===== src/logic/port_c_mux_consts.vh =====
// Constants for the port C alternate-function mux.
// Assumes inclusion by bare name from logic/ files.
`ifndef PORT_C_MUX_CONSTS_VH
`define PORT_C_MUX_CONSTS_VH
// Port width
`define PC_WIDTH 8
// Pin positions of alternate functions
`define PC_BIT_IRQ3 0
`define PC_BIT_CMPB 1
`define PC_BIT_CNT0 2
`define PC_BIT_CNT1 3
`define PC_BIT_ANALOG 7
// First pin-change line fed by port C
`define PC_CHANGE_LINE_BASE 8
// Reset values
`define PC_RESET_BYTE 8'h00
`define PC_RESET_BIT 1'b0
`endif


===== src/logic/pin_sync.v =====
// Two-flop synchroniser for the port C pin levels.
// Assumes pins are asynchronous to clk_i.
`timescale 1ns/1ps
`include "port_c_mux_consts.vh"
module pin_sync #(
    parameter WIDTH = 8
) (
    input wire clk_i,
    input wire rst_i,
    input wire [WIDTH-1:0] async_i,
    output reg [WIDTH-1:0] sync_o
);
    // First stage, read only by second stage
    reg [WIDTH-1:0] meta;

    // Two flip-flop chain
    always @(posedge clk_i) begin
        if (rst_i) begin
            meta <= {WIDTH{1'b0}};
            sync_o <= {WIDTH{1'b0}};
        end else begin
            meta <= async_i;
            sync_o <= meta;
        end
    end
endmodule // pin_sync


===== src/logic/port_c_alt_function_mux.v =====
// Alternate-function override for the eight port C pins.
// Assumes port registers and peripheral controls share clk_i.
// Contract
// - Bit1 carries timer1 compare B in PWM
// - SPI slave forces alternate select to input
// - SPI master: select direction follows port D
// - Forced input keeps pull-up from port D
// - Bit0 feeds external interrupt source 3
// - Bit3 is timer1 alternate capture input
// - Bit3 counts timer1, bit2 counts timer0
// - Pins 7..0 feed pin-change lines 15..8
`timescale 1ns/1ps
`include "port_c_mux_consts.vh"
module port_c_alt_function_mux #(
    parameter WIDTH = 8
) (
    input wire clk_i,
    input wire rst_i,
    // Ordinary port C registers
    input wire [WIDTH-1:0] port_c_direction_i,
    input wire [WIDTH-1:0] port_c_output_value_i,
    input wire pull_up_disable_i,
    // Port D bit 0 registers steering alternate select
    input wire port_d_bit0_direction_i,
    input wire port_d_bit0_output_value_i,
    // Peripheral controls
    input wire timer1_compare_b_enable_i,
    input wire timer1_compare_b_out_i,
    input wire spi_enable_i,
    input wire spi_master_i,
    input wire spi_alt_pins_i,
    input wire can_transmit_enable_i,
    input wire can_transmit_out_i,
    input wire dac_enable_i,
    input wire psc1_out_enable_i,
    input wire psc1_out_i,
    input wire irq3_enable_i,
    // Raw pin levels
    input wire [WIDTH-1:0] pin_level_i,
    // Pin drive
    output reg [WIDTH-1:0] pin_out_o,
    output reg [WIDTH-1:0] pin_oe_o,
    output reg [WIDTH-1:0] pin_pull_up_o,
    // Alternate select pin drive (on port D bit 0 side)
    output reg ss_alt_oe_o,
    output reg ss_alt_pull_up_o,
    // Peripheral inputs
    output reg external_irq_source3_o,
    output reg timer1_capture_alt_in_o,
    output reg timer1_external_count_in_o,
    output reg timer0_external_count_in_o,
    output reg can_receive_in_o,
    output reg spi_slave_select_o,
    output reg psc1_digital_in_o,
    output reg [15:8] pin_change_line_o,
    output reg [WIDTH-1:0] pin_read_o
);
    // Synchronised pin levels, two flops behind the pads
    wire [WIDTH-1:0] pin_synced;
    // Pull-up each pin would get from the port registers alone
    wire [WIDTH-1:0] plain_pu;
    // Next pin value after overrides
    reg [WIDTH-1:0] next_out;
    // Next pin driver enable after overrides
    reg [WIDTH-1:0] next_oe;
    // Next pin pull-up after overrides
    reg [WIDTH-1:0] next_pu;
    // Next driver enable of the alternate select pin
    reg next_ss_oe;
    // Next pull-up of the alternate select pin
    reg next_ss_pu;
    // SPI slave using the alternate select pin
    wire spi_alt_slave;
    // Loop index for the per-pin pull-up
    genvar gi;

    // Pull-up of a plain port pin: input, value high, not globally off
    function pull_up_of;
        // Direction bit, high drives the pin
        input dir;
        // Output value bit, doubles as pull-up request
        input val;
        // Global pull-up disable
        input pud;
        begin
            pull_up_of = ~dir & val & ~pud;
        end
    endfunction

    // Slave role on the alternate select pin
    assign spi_alt_slave = spi_enable_i & ~spi_master_i & spi_alt_pins_i;

    // Pin synchroniser, pads are asynchronous to clk_i
    pin_sync #(
        .WIDTH(WIDTH)
    ) u_sync (
        .clk_i(clk_i),
        .rst_i(rst_i),
        .async_i(pin_level_i),
        .sync_o(pin_synced)
    );

    generate
        for (gi = 0; gi < WIDTH; gi = gi + 1) begin : g_plain_pu
            // Same rule on every pin
            assign plain_pu[gi] = pull_up_of(port_c_direction_i[gi], port_c_output_value_i[gi], pull_up_disable_i);
        end
    endgenerate

    // Combinational override of port defaults
    always @* begin
        next_out = port_c_output_value_i;
        next_oe = port_c_direction_i;
        next_pu = plain_pu;
        if (timer1_compare_b_enable_i) begin
            // Value only, direction stays with software
            next_out[`PC_BIT_CMPB] = timer1_compare_b_out_i;
        end
        // PSC output on bit 0 takes the pin
        if (psc1_out_enable_i) begin
            // Driven output, pull-up off
            next_out[`PC_BIT_IRQ3] = psc1_out_i;
            next_oe[`PC_BIT_IRQ3] = 1'b1;
            next_pu[`PC_BIT_IRQ3] = 1'b0;
        end
        // CAN transmit on bit 2 takes the pin
        if (can_transmit_enable_i) begin
            // Driven output, pull-up off
            next_out[`PC_BIT_CNT0] = can_transmit_out_i;
            next_oe[`PC_BIT_CNT0] = 1'b1;
            next_pu[`PC_BIT_CNT0] = 1'b0;
        end
        // DAC output: digital driver released
        if (dac_enable_i) begin
            next_oe[`PC_BIT_ANALOG] = 1'b0;
            next_pu[`PC_BIT_ANALOG] = 1'b0;
        end
    end

    // Alternate select direction and pull-up
    always @* begin
        if (spi_alt_slave) begin
            next_ss_oe = 1'b0;
            // pull-up still from port D value
            next_ss_pu = port_d_bit0_output_value_i & ~pull_up_disable_i;
        end else begin
            // master or idle, port D direction
            next_ss_oe = port_d_bit0_direction_i;
            // Plain port rule for the pull-up
            next_ss_pu = pull_up_of(port_d_bit0_direction_i, port_d_bit0_output_value_i, pull_up_disable_i);
        end
    end

    // Registered pin drive
    always @(posedge clk_i) begin
        if (rst_i) begin
            // All pins input, no pull-up
            pin_out_o <= {WIDTH{`PC_RESET_BIT}};
            pin_oe_o <= {WIDTH{`PC_RESET_BIT}};
            pin_pull_up_o <= {WIDTH{`PC_RESET_BIT}};
        end else begin
            // Overrides applied
            pin_out_o <= next_out;
            pin_oe_o <= next_oe;
            pin_pull_up_o <= next_pu;
        end
    end

    // Registered alternate select drive
    always @(posedge clk_i) begin
        if (rst_i) begin
            // Select pin released
            ss_alt_oe_o <= `PC_RESET_BIT;
            ss_alt_pull_up_o <= `PC_RESET_BIT;
        end else begin
            // slave forces input; master follows port D
            ss_alt_oe_o <= next_ss_oe;
            ss_alt_pull_up_o <= next_ss_pu;
        end
    end

    // Registered peripheral inputs from the synchronised pins
    always @(posedge clk_i) begin
        if (rst_i) begin
            // Peripherals see idle low inputs
            external_irq_source3_o <= `PC_RESET_BIT;
            timer1_capture_alt_in_o <= `PC_RESET_BIT;
            timer1_external_count_in_o <= `PC_RESET_BIT;
            timer0_external_count_in_o <= `PC_RESET_BIT;
            can_receive_in_o <= `PC_RESET_BIT;
            spi_slave_select_o <= `PC_RESET_BIT;
            psc1_digital_in_o <= `PC_RESET_BIT;
        end else begin
            // interrupt source 3, gated by its enable
            external_irq_source3_o <= irq3_enable_i & pin_synced[`PC_BIT_IRQ3];
            timer1_capture_alt_in_o <= pin_synced[`PC_BIT_CNT1];
            timer1_external_count_in_o <= pin_synced[`PC_BIT_CNT1];
            timer0_external_count_in_o <= pin_synced[`PC_BIT_CNT0];
            // CAN receive shares bit 3
            can_receive_in_o <= pin_synced[`PC_BIT_CNT1];
            // active-low select, deasserted when not slave
            spi_slave_select_o <= spi_alt_slave & ~pin_synced[`PC_BIT_CMPB];
            // PSC digital input shares bit 1
            psc1_digital_in_o <= pin_synced[`PC_BIT_CMPB];
        end
    end

    // Registered pin-change lines and port read-back
    always @(posedge clk_i) begin
        if (rst_i) begin
            // No change seen during reset
            pin_change_line_o <= {WIDTH{`PC_RESET_BIT}};
            pin_read_o <= {WIDTH{`PC_RESET_BIT}};
        end else begin
            pin_change_line_o <= pin_synced;
            // Read-back of the pad levels
            pin_read_o <= pin_synced;
        end
    end
endmodule // port_c_alt_function_mux


===== config.mk =====
export PLATFORM = sky130hd
export DESIGN_NAME = port_c_alt_function_mux
export DESIGN_NICKNAME = d
export VERILOG_FILES = /design/src/logic/pin_sync.v /design/src/logic/port_c_alt_function_mux.v
export VERILOG_INCLUDE_DIRS = /design/src /design/src/logic
export SDC_FILE = /design/constraint.sdc
export NUM_CORES = 1
export LEC_CHECK = 0
export ABC_AREA = 1
export BUFFER_PORTS_ARGS = -buffer_cell sky130_fd_sc_hd__buf_4
export CORE_AREA = 2 2 68 70
export DETAILED_ROUTE_END_ITERATION = 10
export DIE_AREA = 0 0 70 72
export PLACE_DENSITY = 0.76
export RECOVER_POWER = 100
export SLEW_MARGIN = 5
export SYNTH_ARGS = -nofsm -noshare
export SYNTH_HDL_FRONTEND = slang
export SYNTH_SLANG_ARGS = --single-unit

===== constraint.sdc =====
create_clock -name clk_i -period 0.8 [get_ports clk_i]
set_input_delay 0.16 -clock clk_i [delete_from_list [all_inputs] [get_ports clk_i]]
set_output_delay 0.16 -clock clk_i [all_outputs]
set_load 0.05 [all_outputs]

==> impl_metrics.csv, run 1 <==
group,metric,value,unit
routing,drtIter0Drc,44,
synthesis,async_flop_share,0,%
placed_design,dpl.hpwl,2.55,mm
synthesis,synth-compound-area-share,1.85,%
pwr,power.density,1980,nW/µm²
grt,grt_pass1_vias,1208,
routing,postRouteAntennaNets,0,
grt,grt_usage,13.7,%
routing,drc,0,
timing,slew_violations,0,
worst_setup_path,cp_top_family,"flip-flops",
placed_design,placedInstanceArea,2270,µm²
status,outcome,"complete, but fails checks",
synthesis,synth-seq-area-share,64.2,%
timing,relSlewSlack,77.1,%
synthesis,synth.net_count,221,
timing,fmax,987,MHz
timing,setup_viol,49,
synthesis,syn-cell-area,1620,µm²
worst_setup_path,path_max_fanout,5,
grt,antenna_found_initial,0,
worst_hold_path,hold_path.class,"input pin to flop",
synthesis,ys.flop_type,"dfxtp_1",
grt,grt_max_degree,34,
timing,rsz0062_at_grt,"true",
placed_design,io_buffers,88,
status,violations,"setup timing",
routing,wirelength,3.32,mm
finish,syn2layout_area_growth,67.4,%
routing,firstDrtPassIters,3,
floorplan,initial_core_util,38.0,%
grt,grt.overflow.total,0,
synthesis,synth-seq-cells,52,
timing,worst_slack,-0.214,ns
synthesis,synth_edf_count,0,
routing,vias,1260,
worst_setup_path,start_kind,"flop",
timing,hold_violations,0,
routing,route.detailed.wl_per_inst,10.6,µm
synthesis,synth_largest_area_cell,"dfxtp_1",
pwr,peakVddDrop,1.21,mV
timing,fin_crit_sh,127,%
synthesis,synth_mux_area_share,0,%
synthesis,synth_area_leaders,"dfxtp_1, nor2_1, inv_1",
clocking,root_buffer,"clkbuf_8",
clocking,cts_buffer_depth,2,
finish,nNetsFinal,301,
worst_setup_path,cpMaxStageDelayCell,"dfxtp_4",
timing,worst_clock_skew,0.00490,ns
routing,vias_per_cell,4.01,
grt,grt_pass1_wl,5.41,mm
clocking,cts.sinks,52,
synthesis,ys_top_cells_by_count,"dfxtp_1, nor2_1, inv_1",
synthesis,yosys_warnings,0,
worst_setup_path,critPathKind,"flop to output port",
finish,fill_cells,374,
floorplan,die_h,72,µm
synthesis,yosysMostFrequentCell,"dfxtp_1",
worst_hold_path,holdPathStages,2,
synthesis,synth_cells,181,
flow_run,cap_violations,0,
synthesis,yosysUniqueCellTypes,14,
worst_setup_path,critPathMaxStageDelay,0.39,ns
worst_setup_path,critical_path_arrival,0.85,ns
finish,layout-drive-gt1-share,50.4,%
worst_setup_path,crit_chain,"buf_6",
worst_setup_path,critPathBufInv,1,
timing,period_minus_slack,1.01,ns
floorplan,core_area,4260,µm²
worst_setup_path,rr_worst_depth,3,
grt,grt_use_met2,24.3,%
synthesis,synth_top_family_by_area,"buffers and inverters",
clocking,cts_setup_buffers,0,
grt,top_usage_layer,"met2",
clocking,numCtsBuffers,5,
synthesis,yosysTopAreaCellShare,64.2,%
grt,met3_usage,5.00,%
worst_setup_path,worstSetupEndpointType,"output port",
clocking,h-tree-depth,2,
worst_setup_path,cp.required,0.64,ns
worst_setup_path,cp_num_cells,1,
floorplan,io_pins,89,
floorplan,fp-row-count,24,
clocking,hold_buffers,0,
synthesis,postSynthAreaPerCell,8.96,µm²
grt,gr-usage-met1,14.5,%
floorplan,die_w,70,µm
clocking,cts_tree,"done",
finish,postLayoutCellArea,2720,µm²
finish,num_antenna_cells,0,
synthesis,yosys.area_share.xor_xnor,0,%
synthesis,synth-simple-area-share,15.8,%
synthesis,synthAdderAreaFrac,0,%
placed_design,globalplace.congestion,0.759,
floorplan,dieArea,5040,µm²
pwr,p_leak,1.33,nW
timing,worst_slew_pin_slew,0.344,ns
pwr,power.total,5.37,mW
clocking,clk_latency,0.29,ns
clocking,cts.clk_slew.worst_paths,0.10,ns
layout by cell type (no fill, tap or decap):
cell type | netlist | routed
nor2_1 | 48 | 48
inv_1 | 41 | 42
buf_4 | 13 | 38
buf_8 | 0 | 37
dfxtp_2 | 0 | 28
dfxtp_1 | 52 | 16
buf_6 | 3 | 12
dfxtp_4 | 0 | 8
nand2_1 | 6 | 7
clkbuf_8 | 0 | 5
nor3_1 | 4 | 4
nand3_1 | 4 | 4
o21ai_0 | 3 | 3
a21oi_1 | 3 | 3
clkbuf_1 | 0 | 2
nor3b_1 | 1 | 1
clkinvlp_4 | 0 | 1
clkinv_2 | 0 | 1
bufinv_16 | 0 | 1
clkbuf_4 | 0 | 1
flip-flops by register name (all words and copies together) (netlist names):
signal and flops:
pin_read_o 8, ss_alt_oe_o 1, u_sync.meta 8, spi_slave_select_o 1
external_irq_source3_o 1, pin_out_o 8, ss_alt_pull_up_o 1, pin_pull_up_o 8
pin_oe_o 8, u_sync.sync_o 8
path summary, 6_finish.rpt:
path	start	to	slack [ns]
max	pin_read_o[3]	timer1_capture_alt_in_o	-0.21
min	port_c_direction_i[5]	pin_pull_up_o[5]	0.02
max reg2reg	u_sync.sync_o[1]	spi_slave_select_o	0.23
min reg2reg	u_sync.sync_o[3]	pin_read_o[3]	0.40
layer usage:
metal / vias to the layer above / wire length [µm] / part of all wire [%]
met4: 0 / 77 / 2.3
li1: 659 / - / -
met1: 540 / 1170 / 35
met2: 53 / 1800 / 54
met3: 8 / 271 / 8.2
met5: - / 0 / 0
through the flow:
stage / std cells / hold WS [ns] / setup TNS, ns / utilization, % / worst slack (ns)
CTS: 314 / 0.0111 / -8.16 / 63.1 / -0.226
floorplan: 181 / 0.232 / -0.0360 / - / -0.0360
finish: 314 / 0.0154 / -7.55 / 63.7 / -0.214
detailed placement: 306 / 0.339 / -0.0386 / 53.2 / -0.0132
global placement: 306 / 0.330 / 0 / 53.2 / 0.0310
global route: 314 / 0.0108 / -9.30 / 63.7 / -0.262
logic make-up after synthesis:
| kind of cell | Yosys count |
|---|---|
| simple gates | 64 |
| flops | 52 |
| buf+inv | 59 |
| compound gates | 6 |
repair_timing:
item,in CTS,in global routing
endpoints found under the hold margin,0,0
resized for setup,101,13
endpoints found under the setup margin,49,49
power by group:
part	total (mW)	switching, mW	internal (mW)
registers	2.75	0.0627	2.69
logic	0.877	0.489	0.388
clock network	1.74	0.810	0.926
total	5.37	1.36	4.00
final cells by class:
type                    instances  area [µm²]  share of cell area (%)
clock buffers                   5        68.8                    2.53
clock inverters                 3        42.5                    1.57
inverters                      42         158                    5.81
multi-input cells              70         284                    10.5
flip-flops and latches         52        1110                    40.7
well taps                      52        65.1                    2.40
repair buffers                 90         991                    36.5
No activity file was read; power rests on OpenSTA's default activity.
==> inputs of run 2 (changes only) <==
Settings changed: CORE_AREA 2 2 68 70 to 2 2 65 73, DIE_AREA 0 0 70 72 to 0 0 67 75, PLACE_DENSITY 0.76 to 0.77.
==> impl_metrics.csv, run 2 (synthesis results as in run 1) <==
group,metric,value,unit
status,outcome,"complete, but fails checks",
status,violations,"setup timing",
grt,grt.overflow.total,0,
worst_setup_path,rr_worst_depth,3,
grt,grt_usage,14.3,%
worst_setup_path,rr_startpoint,"u_sync.sync_o[1]",
pwr,peakVddDrop,1.45,mV
floorplan,fp-row-count,25,
floorplan,core_area,4250,µm²
timing,fmax,986,MHz
placed_design,dpl.hpwl,2.51,mm
clocking,cts_buffer_depth,2,
worst_setup_path,crit_chain,"buf_6",
worst_hold_path,hold_path.class,"input pin to flop",
finish,final_core_util,63.4,%
finish,num_antenna_cells,0,
worst_setup_path,start_kind,"flop",
worst_setup_path,cp_num_cells,1,
clocking,cts_setup_buffers,0,
timing,worst_slack,-0.214,ns
routing,firstDrtPassIters,4,
finish,syn2layout_area_growth,66.3,%
placed_design,globalplace.congestion,0.714,
timing,slew_violations,0,
timing,worst_slew_pin_slew,0.434,ns
clocking,cts.clk_slew.worst_paths,0.09,ns
timing,setup_viol,49,
finish,final_cell_mix,"nor2_1, inv_1, buf_4",
grt,grt_pass1_vias,1233,
worst_setup_path,cp.required,0.64,ns
worst_setup_path,critPathBufInv,1,
floorplan,dieArea,5030,µm²
grt,antenna_found_initial,0,
clocking,numCtsBuffers,5,
floorplan,die_w,67,µm
timing,fin_crit_sh,127,%
pwr,swShare,27.0,%
clocking,root_buffer,"clkbuf_8",
clocking,clk_latency,0.29,ns
pwr,switching_power,1.37,mW
flow_run,cap_violations,0,
finish,nNetsFinal,303,
pwr,p_clk_share,28.0,%
placed_design,dp_slack,0.0470,ns
finish,postLayoutCellArea,2700,µm²
timing,relSlewSlack,71.0,%
timing,hold_violations,0,
clocking,cts_tree,"done",
finish,mostFrequentLayoutCell,"nor2_1",
routing,vias_per_cell,4.04,
pwr,seqPwrFrac,54.4,%
worst_setup_path,path_max_fanout,5,
placed_design,dp.cells,309,
routing,wirelength,3.49,mm
timing,worst_clock_skew,0.00598,ns
clocking,cts.sinks,52,
worst_setup_path,regToRegEndpoint,"spi_slave_select_o",
clocking,h-tree-depth,2,
worst_setup_path,critPathMaxStageDelay,0.39,ns
worst_setup_path,critical_path_arrival,0.85,ns
grt,grt_max_degree,23,
floorplan,io_pins,89,
placed_design,placedInstanceArea,2270,µm²
floorplan,die_h,75,µm
worst_setup_path,worstSetupEndpointType,"output port",
finish,stdcell_count,318,
pwr,p_comb_share,17.6,%
timing,period_minus_slack,1.01,ns
timing,rsz0062_at_grt,"true",
placed_design,io_buffers,88,
routing,route.detailed.wl_per_inst,11.0,µm
pwr,p_leak,1.33,nW
worst_setup_path,cpMaxStageDelayCell,"dfxtp_4",
floorplan,initial_core_util,38.1,%
routing,drtIter0Drc,36,
routing,drc,0,
worst_setup_path,crit_path_end,"pin_change_line_o[11]",
pwr,power.density,1880,nW/µm²
finish,layout-drive-gt1-share,50.4,%
worst_setup_path,cp_top_family,"flip-flops",
grt,grt_pass1_wl,5.24,mm
worst_setup_path,critPathLaunch,"pin_read_o[3]",
pwr,internal_power,3.70,mW
routing,vias,1286,
worst_setup_path,worst-r2r-setup-slack,0.19,ns
routing,postRouteAntennaNets,0,
worst_setup_path,critPathKind,"flop to output port",
[run 2: cell count changes in the layout (fill, tap and decap cells not counted), sizes merged]
cell         previous run  this run
clkbuf                  8        11
bufinv                  1         0
dlygate4sd3             0         1
buf                    87        86
[run 2: layout make-up]
cell class / instances / area (µm²)
clock buffer: 6 / 72.6
clock inverter: 2 / 12.5
fill: 366 / 1560
inverter: 42 / 158
multi-input combinational: 70 / 284
sequential: 52 / 1110
tap: 54 / 67.6
timing repair buffer: 92 / 996
[run 2: how the worst min path moves through the flow]
| stage | startpoint | endpoint | slack [ns] | cells after the start |
|---|---|---|---|---|
| after floorplan | dac_enable_i | pin_oe_o[7] | 0.23 | 1 |
| after global placement | port_c_direction_i[4] | pin_pull_up_o[4] | 0.34 | 2 |
| after detailed placement | port_c_direction_i[4] | pin_pull_up_o[4] | 0.33 | 2 |
| after CTS | port_c_direction_i[4] | pin_pull_up_o[4] | 0.005 | 2 |
| after global routing | port_c_direction_i[3] | pin_pull_up_o[3] | 0.003 | 2 |
| final | port_c_direction_i[3] | pin_pull_up_o[3] | 0.02 | 2 |
[run 2: what timing repair did]
action | CTS | global route
resized for setup | 99 | 12
hold buffers | 0 | 1
hold endpoints to repair | 0 | 1
endpoints found under the setup margin | 49 | 49
pin swaps | 0 | 0
[run 2: stage by stage]
step | total power, mW | hold slack [ns] | setup TNS, ns
2_1_floorplan | 3.27 | 0.232 | -0.0360
3_3_place_gp | 3.55 | 0.336 | 0
3_5_place_dp | 3.56 | 0.335 | 0
4_1_cts | 5.09 | 0.00492 | -8.34
5_1_grt | 5.29 | 0.00303 | -9.34
6_report | 5.06 | 0.0170 | -7.69
[run 2: layer usage]
metal  part of all wire, %  wire length [µm]  GRT usage, %
met3                   9.5               333          5.98
met1                    32              1110          12.8
met5                     0                 0             0
met4                   1.3                44          4.76
met2                    57              2000          28.4
[run 2: power by group through the flow]
| stage | clock, mW | combinational, mW | sequential, mW |
|---|---|---|---|
| finish | 1.42 | 0.891 | 2.75 |
| global route | 1.58 | 0.946 | 2.76 |
| CTS | 1.47 | 0.879 | 2.75 |
| detailed placement | 0 | 0.791 | 2.77 |
| global placement | 0 | 0.783 | 2.77 |
| floorplan | 0 | 0.239 | 3.03 |
==> inputs of run 3 (changes only) <==
Settings changed: ABC_AREA 1 to default, PLACE_DENSITY 0.77 to 0.76.
==> impl_metrics.csv, run 3 <==
group,metric,value,unit
status,outcome,"complete, but fails checks",
status,violations,"setup timing",
synthesis,synth-seq-cells,52,
synthesis,synth_cells,130,
synthesis,ys.flop_type,"dfxtp_1",
routing,drtIter0Drc,37,
floorplan,dieArea,5030,µm²
placed_design,io_buffers,88,
clocking,cts_tree,"done",
timing,hold_violations,0,
worst_setup_path,critPathMaxStageDelay,0.39,ns
grt,grt_pass1_wl,5.07,mm
clocking,hold_buffers,3,
routing,route.detailed.wl_per_inst,12.9,µm
clocking,cts_setup_buffers,0,
pwr,p_leak,1.23,nW
synthesis,synth_edf_count,0,
worst_setup_path,critPathKind,"flop to output port",
synthesis,yosysTopAreaCellShare,65.6,%
placed_design,dp.cells,260,
worst_setup_path,cp.required,0.64,ns
worst_setup_path,worstSetupEndpointType,"output port",
finish,syn2layout_area_growth,73.3,%
grt,grt_max_degree,24,
worst_setup_path,critical_path_arrival,0.86,ns
clocking,cts_buffer_depth,2,
clocking,cts.clk_slew.worst_paths,0.09,ns
worst_setup_path,path_max_fanout,5,
worst_setup_path,start_kind,"flop",
worst_setup_path,critPathBufInv,1,
synthesis,synth-seq-area-share,65.6,%
grt,grt.overflow.total,0,
finish,final_core_util,64.7,%
worst_setup_path,cp_top_family,"flip-flops",
timing,relSlewSlack,80.5,%
synthesis,synth.net_count,170,
finish,mostFrequentLayoutCell,"buf_8",
synthesis,synth_largest_area_cell,"dfxtp_1",
synthesis,postSynthAreaPerCell,12.2,µm²
timing,period_minus_slack,1.02,ns
finish,final_cell_mix,"buf_8, buf_4, nor2b_1",
clocking,numCtsBuffers,5,
timing,setup_viol,50,
floorplan,initial_core_util,37.3,%
pwr,peakVddDrop,1.13,mV
floorplan,io_pins,89,
timing,worst_slack,-0.220,ns
timing,fmax,981,MHz
clocking,cts.sinks,52,
routing,firstDrtPassIters,2,
pwr,power.total,5.17,mW
pwr,power.density,1880,nW/µm²
grt,antenna_found_initial,0,
timing,fin_crit_sh,127,%
timing,rsz0062_at_grt,"true",
synthesis,ys_top_cells_by_count,"dfxtp_1, nor2b_1, buf_4",
routing,wirelength,3.48,mm
floorplan,die_w,67,µm
floorplan,die_h,75,µm
finish,layout-drive-gt1-share,64.1,%
routing,vias,1147,
synthesis,yosys_warnings,0,
synthesis,async_flop_share,0,%
timing,slew_violations,0,
timing,worst_clock_skew,0.00272,ns
placed_design,dpl.hpwl,2.41,mm
routing,vias_per_cell,4.23,
finish,stdcell_count,271,
synthesis,yosysUniqueCellTypes,20,
worst_hold_path,hold_path.class,"input pin to flop",
clocking,root_buffer,"clkbuf_8",
clocking,h-tree-depth,2,
synthesis,yosysMostFrequentCell,"dfxtp_1",
worst_setup_path,crit_chain,"buf_6",
routing,postRouteAntennaNets,0,
routing,drc,0,
grt,grt_pass1_vias,1152,
finish,nNetsFinal,256,
timing,worst_slew_pin_slew,0.293,ns
floorplan,core_area,4250,µm²
placed_design,dp_slack,-0.116,ns
worst_setup_path,cpMaxStageDelayCell,"dfxtp_4",
flow_run,cap_violations,0,
clocking,clk_latency,0.30,ns
synthesis,syn-cell-area,1590,µm²
synthesis,synth_area_leaders,"dfxtp_1, nor2b_1, buf_4",
floorplan,fp-row-count,25,
finish,num_antenna_cells,0,
placed_design,globalplace.congestion,0.690,
grt,grt_usage,14.1,%
-- run 3: logic make-up after synthesis --
logic type	share of synthesized area, %
simple gates	22.6
compound gates	0.945
mux	1.89
buf+inv	8.98
flops	65.6
-- run 3: metal layers --
metal | part of all wire [%] | GRT usage (%) | vias up
met5 | 0 | 0 | -
met4 | 1.8 | 6.80 | 0
met3 | 8.5 | 6.13 | 6
met2 | 56 | 25.9 | 57
met1 | 33 | 13.5 | 519
li1 | - | - | 565
-- run 3: through the flow --
stage	hold slack, ns	setup TNS (ns)	cell area, µm²
final	0.0107	-7.98	2750
after global routing	-0.00306	-9.77	2750
after CTS	0.00125	-8.72	2700
after detailed placement	0.335	-0.386	2260
after global placement	0.333	-0.195	2260
after floorplan	0.232	-0.0360	1640
-- run 3: cell type report --
type	instances	area [µm²]
Multi-Input combinational cell	59	409
Fill cell	346	1500
Inverter	1	3.75
Timing Repair Buffer	97	1070
Clock inverter	2	15.0
Sequential cell	52	1110
Tap cell	54	67.6
Clock buffer	6	82.6
-- run 3: what timing repair did --
item / CTS / global route
endpoints found under the setup margin: 49 / 50
hold endpoints to repair: 3 / 1
gates resized for setup: 101 / 19
pin swaps: 0 / 1
-- run 3: final timing paths --
kind,start,to,slack (ns),cells after the start
max,pin_read_o[3],can_receive_in_o,-0.22,1
min,dac_enable_i,pin_oe_o[7],0.01,2
min reg2reg,u_sync.sync_o[1],spi_slave_select_o,0.44,1
max reg2reg,u_sync.sync_o[0],external_irq_source3_o,0.10,2
-- run 3: power by group --
part | internal (mW) | total [mW] | switching, mW
combinational | 0.435 | 0.901 | 0.466
sequential | 2.69 | 2.75 | 0.0631
clock | 0.700 | 1.52 | 0.820
total | 3.82 | 5.17 | 1.35
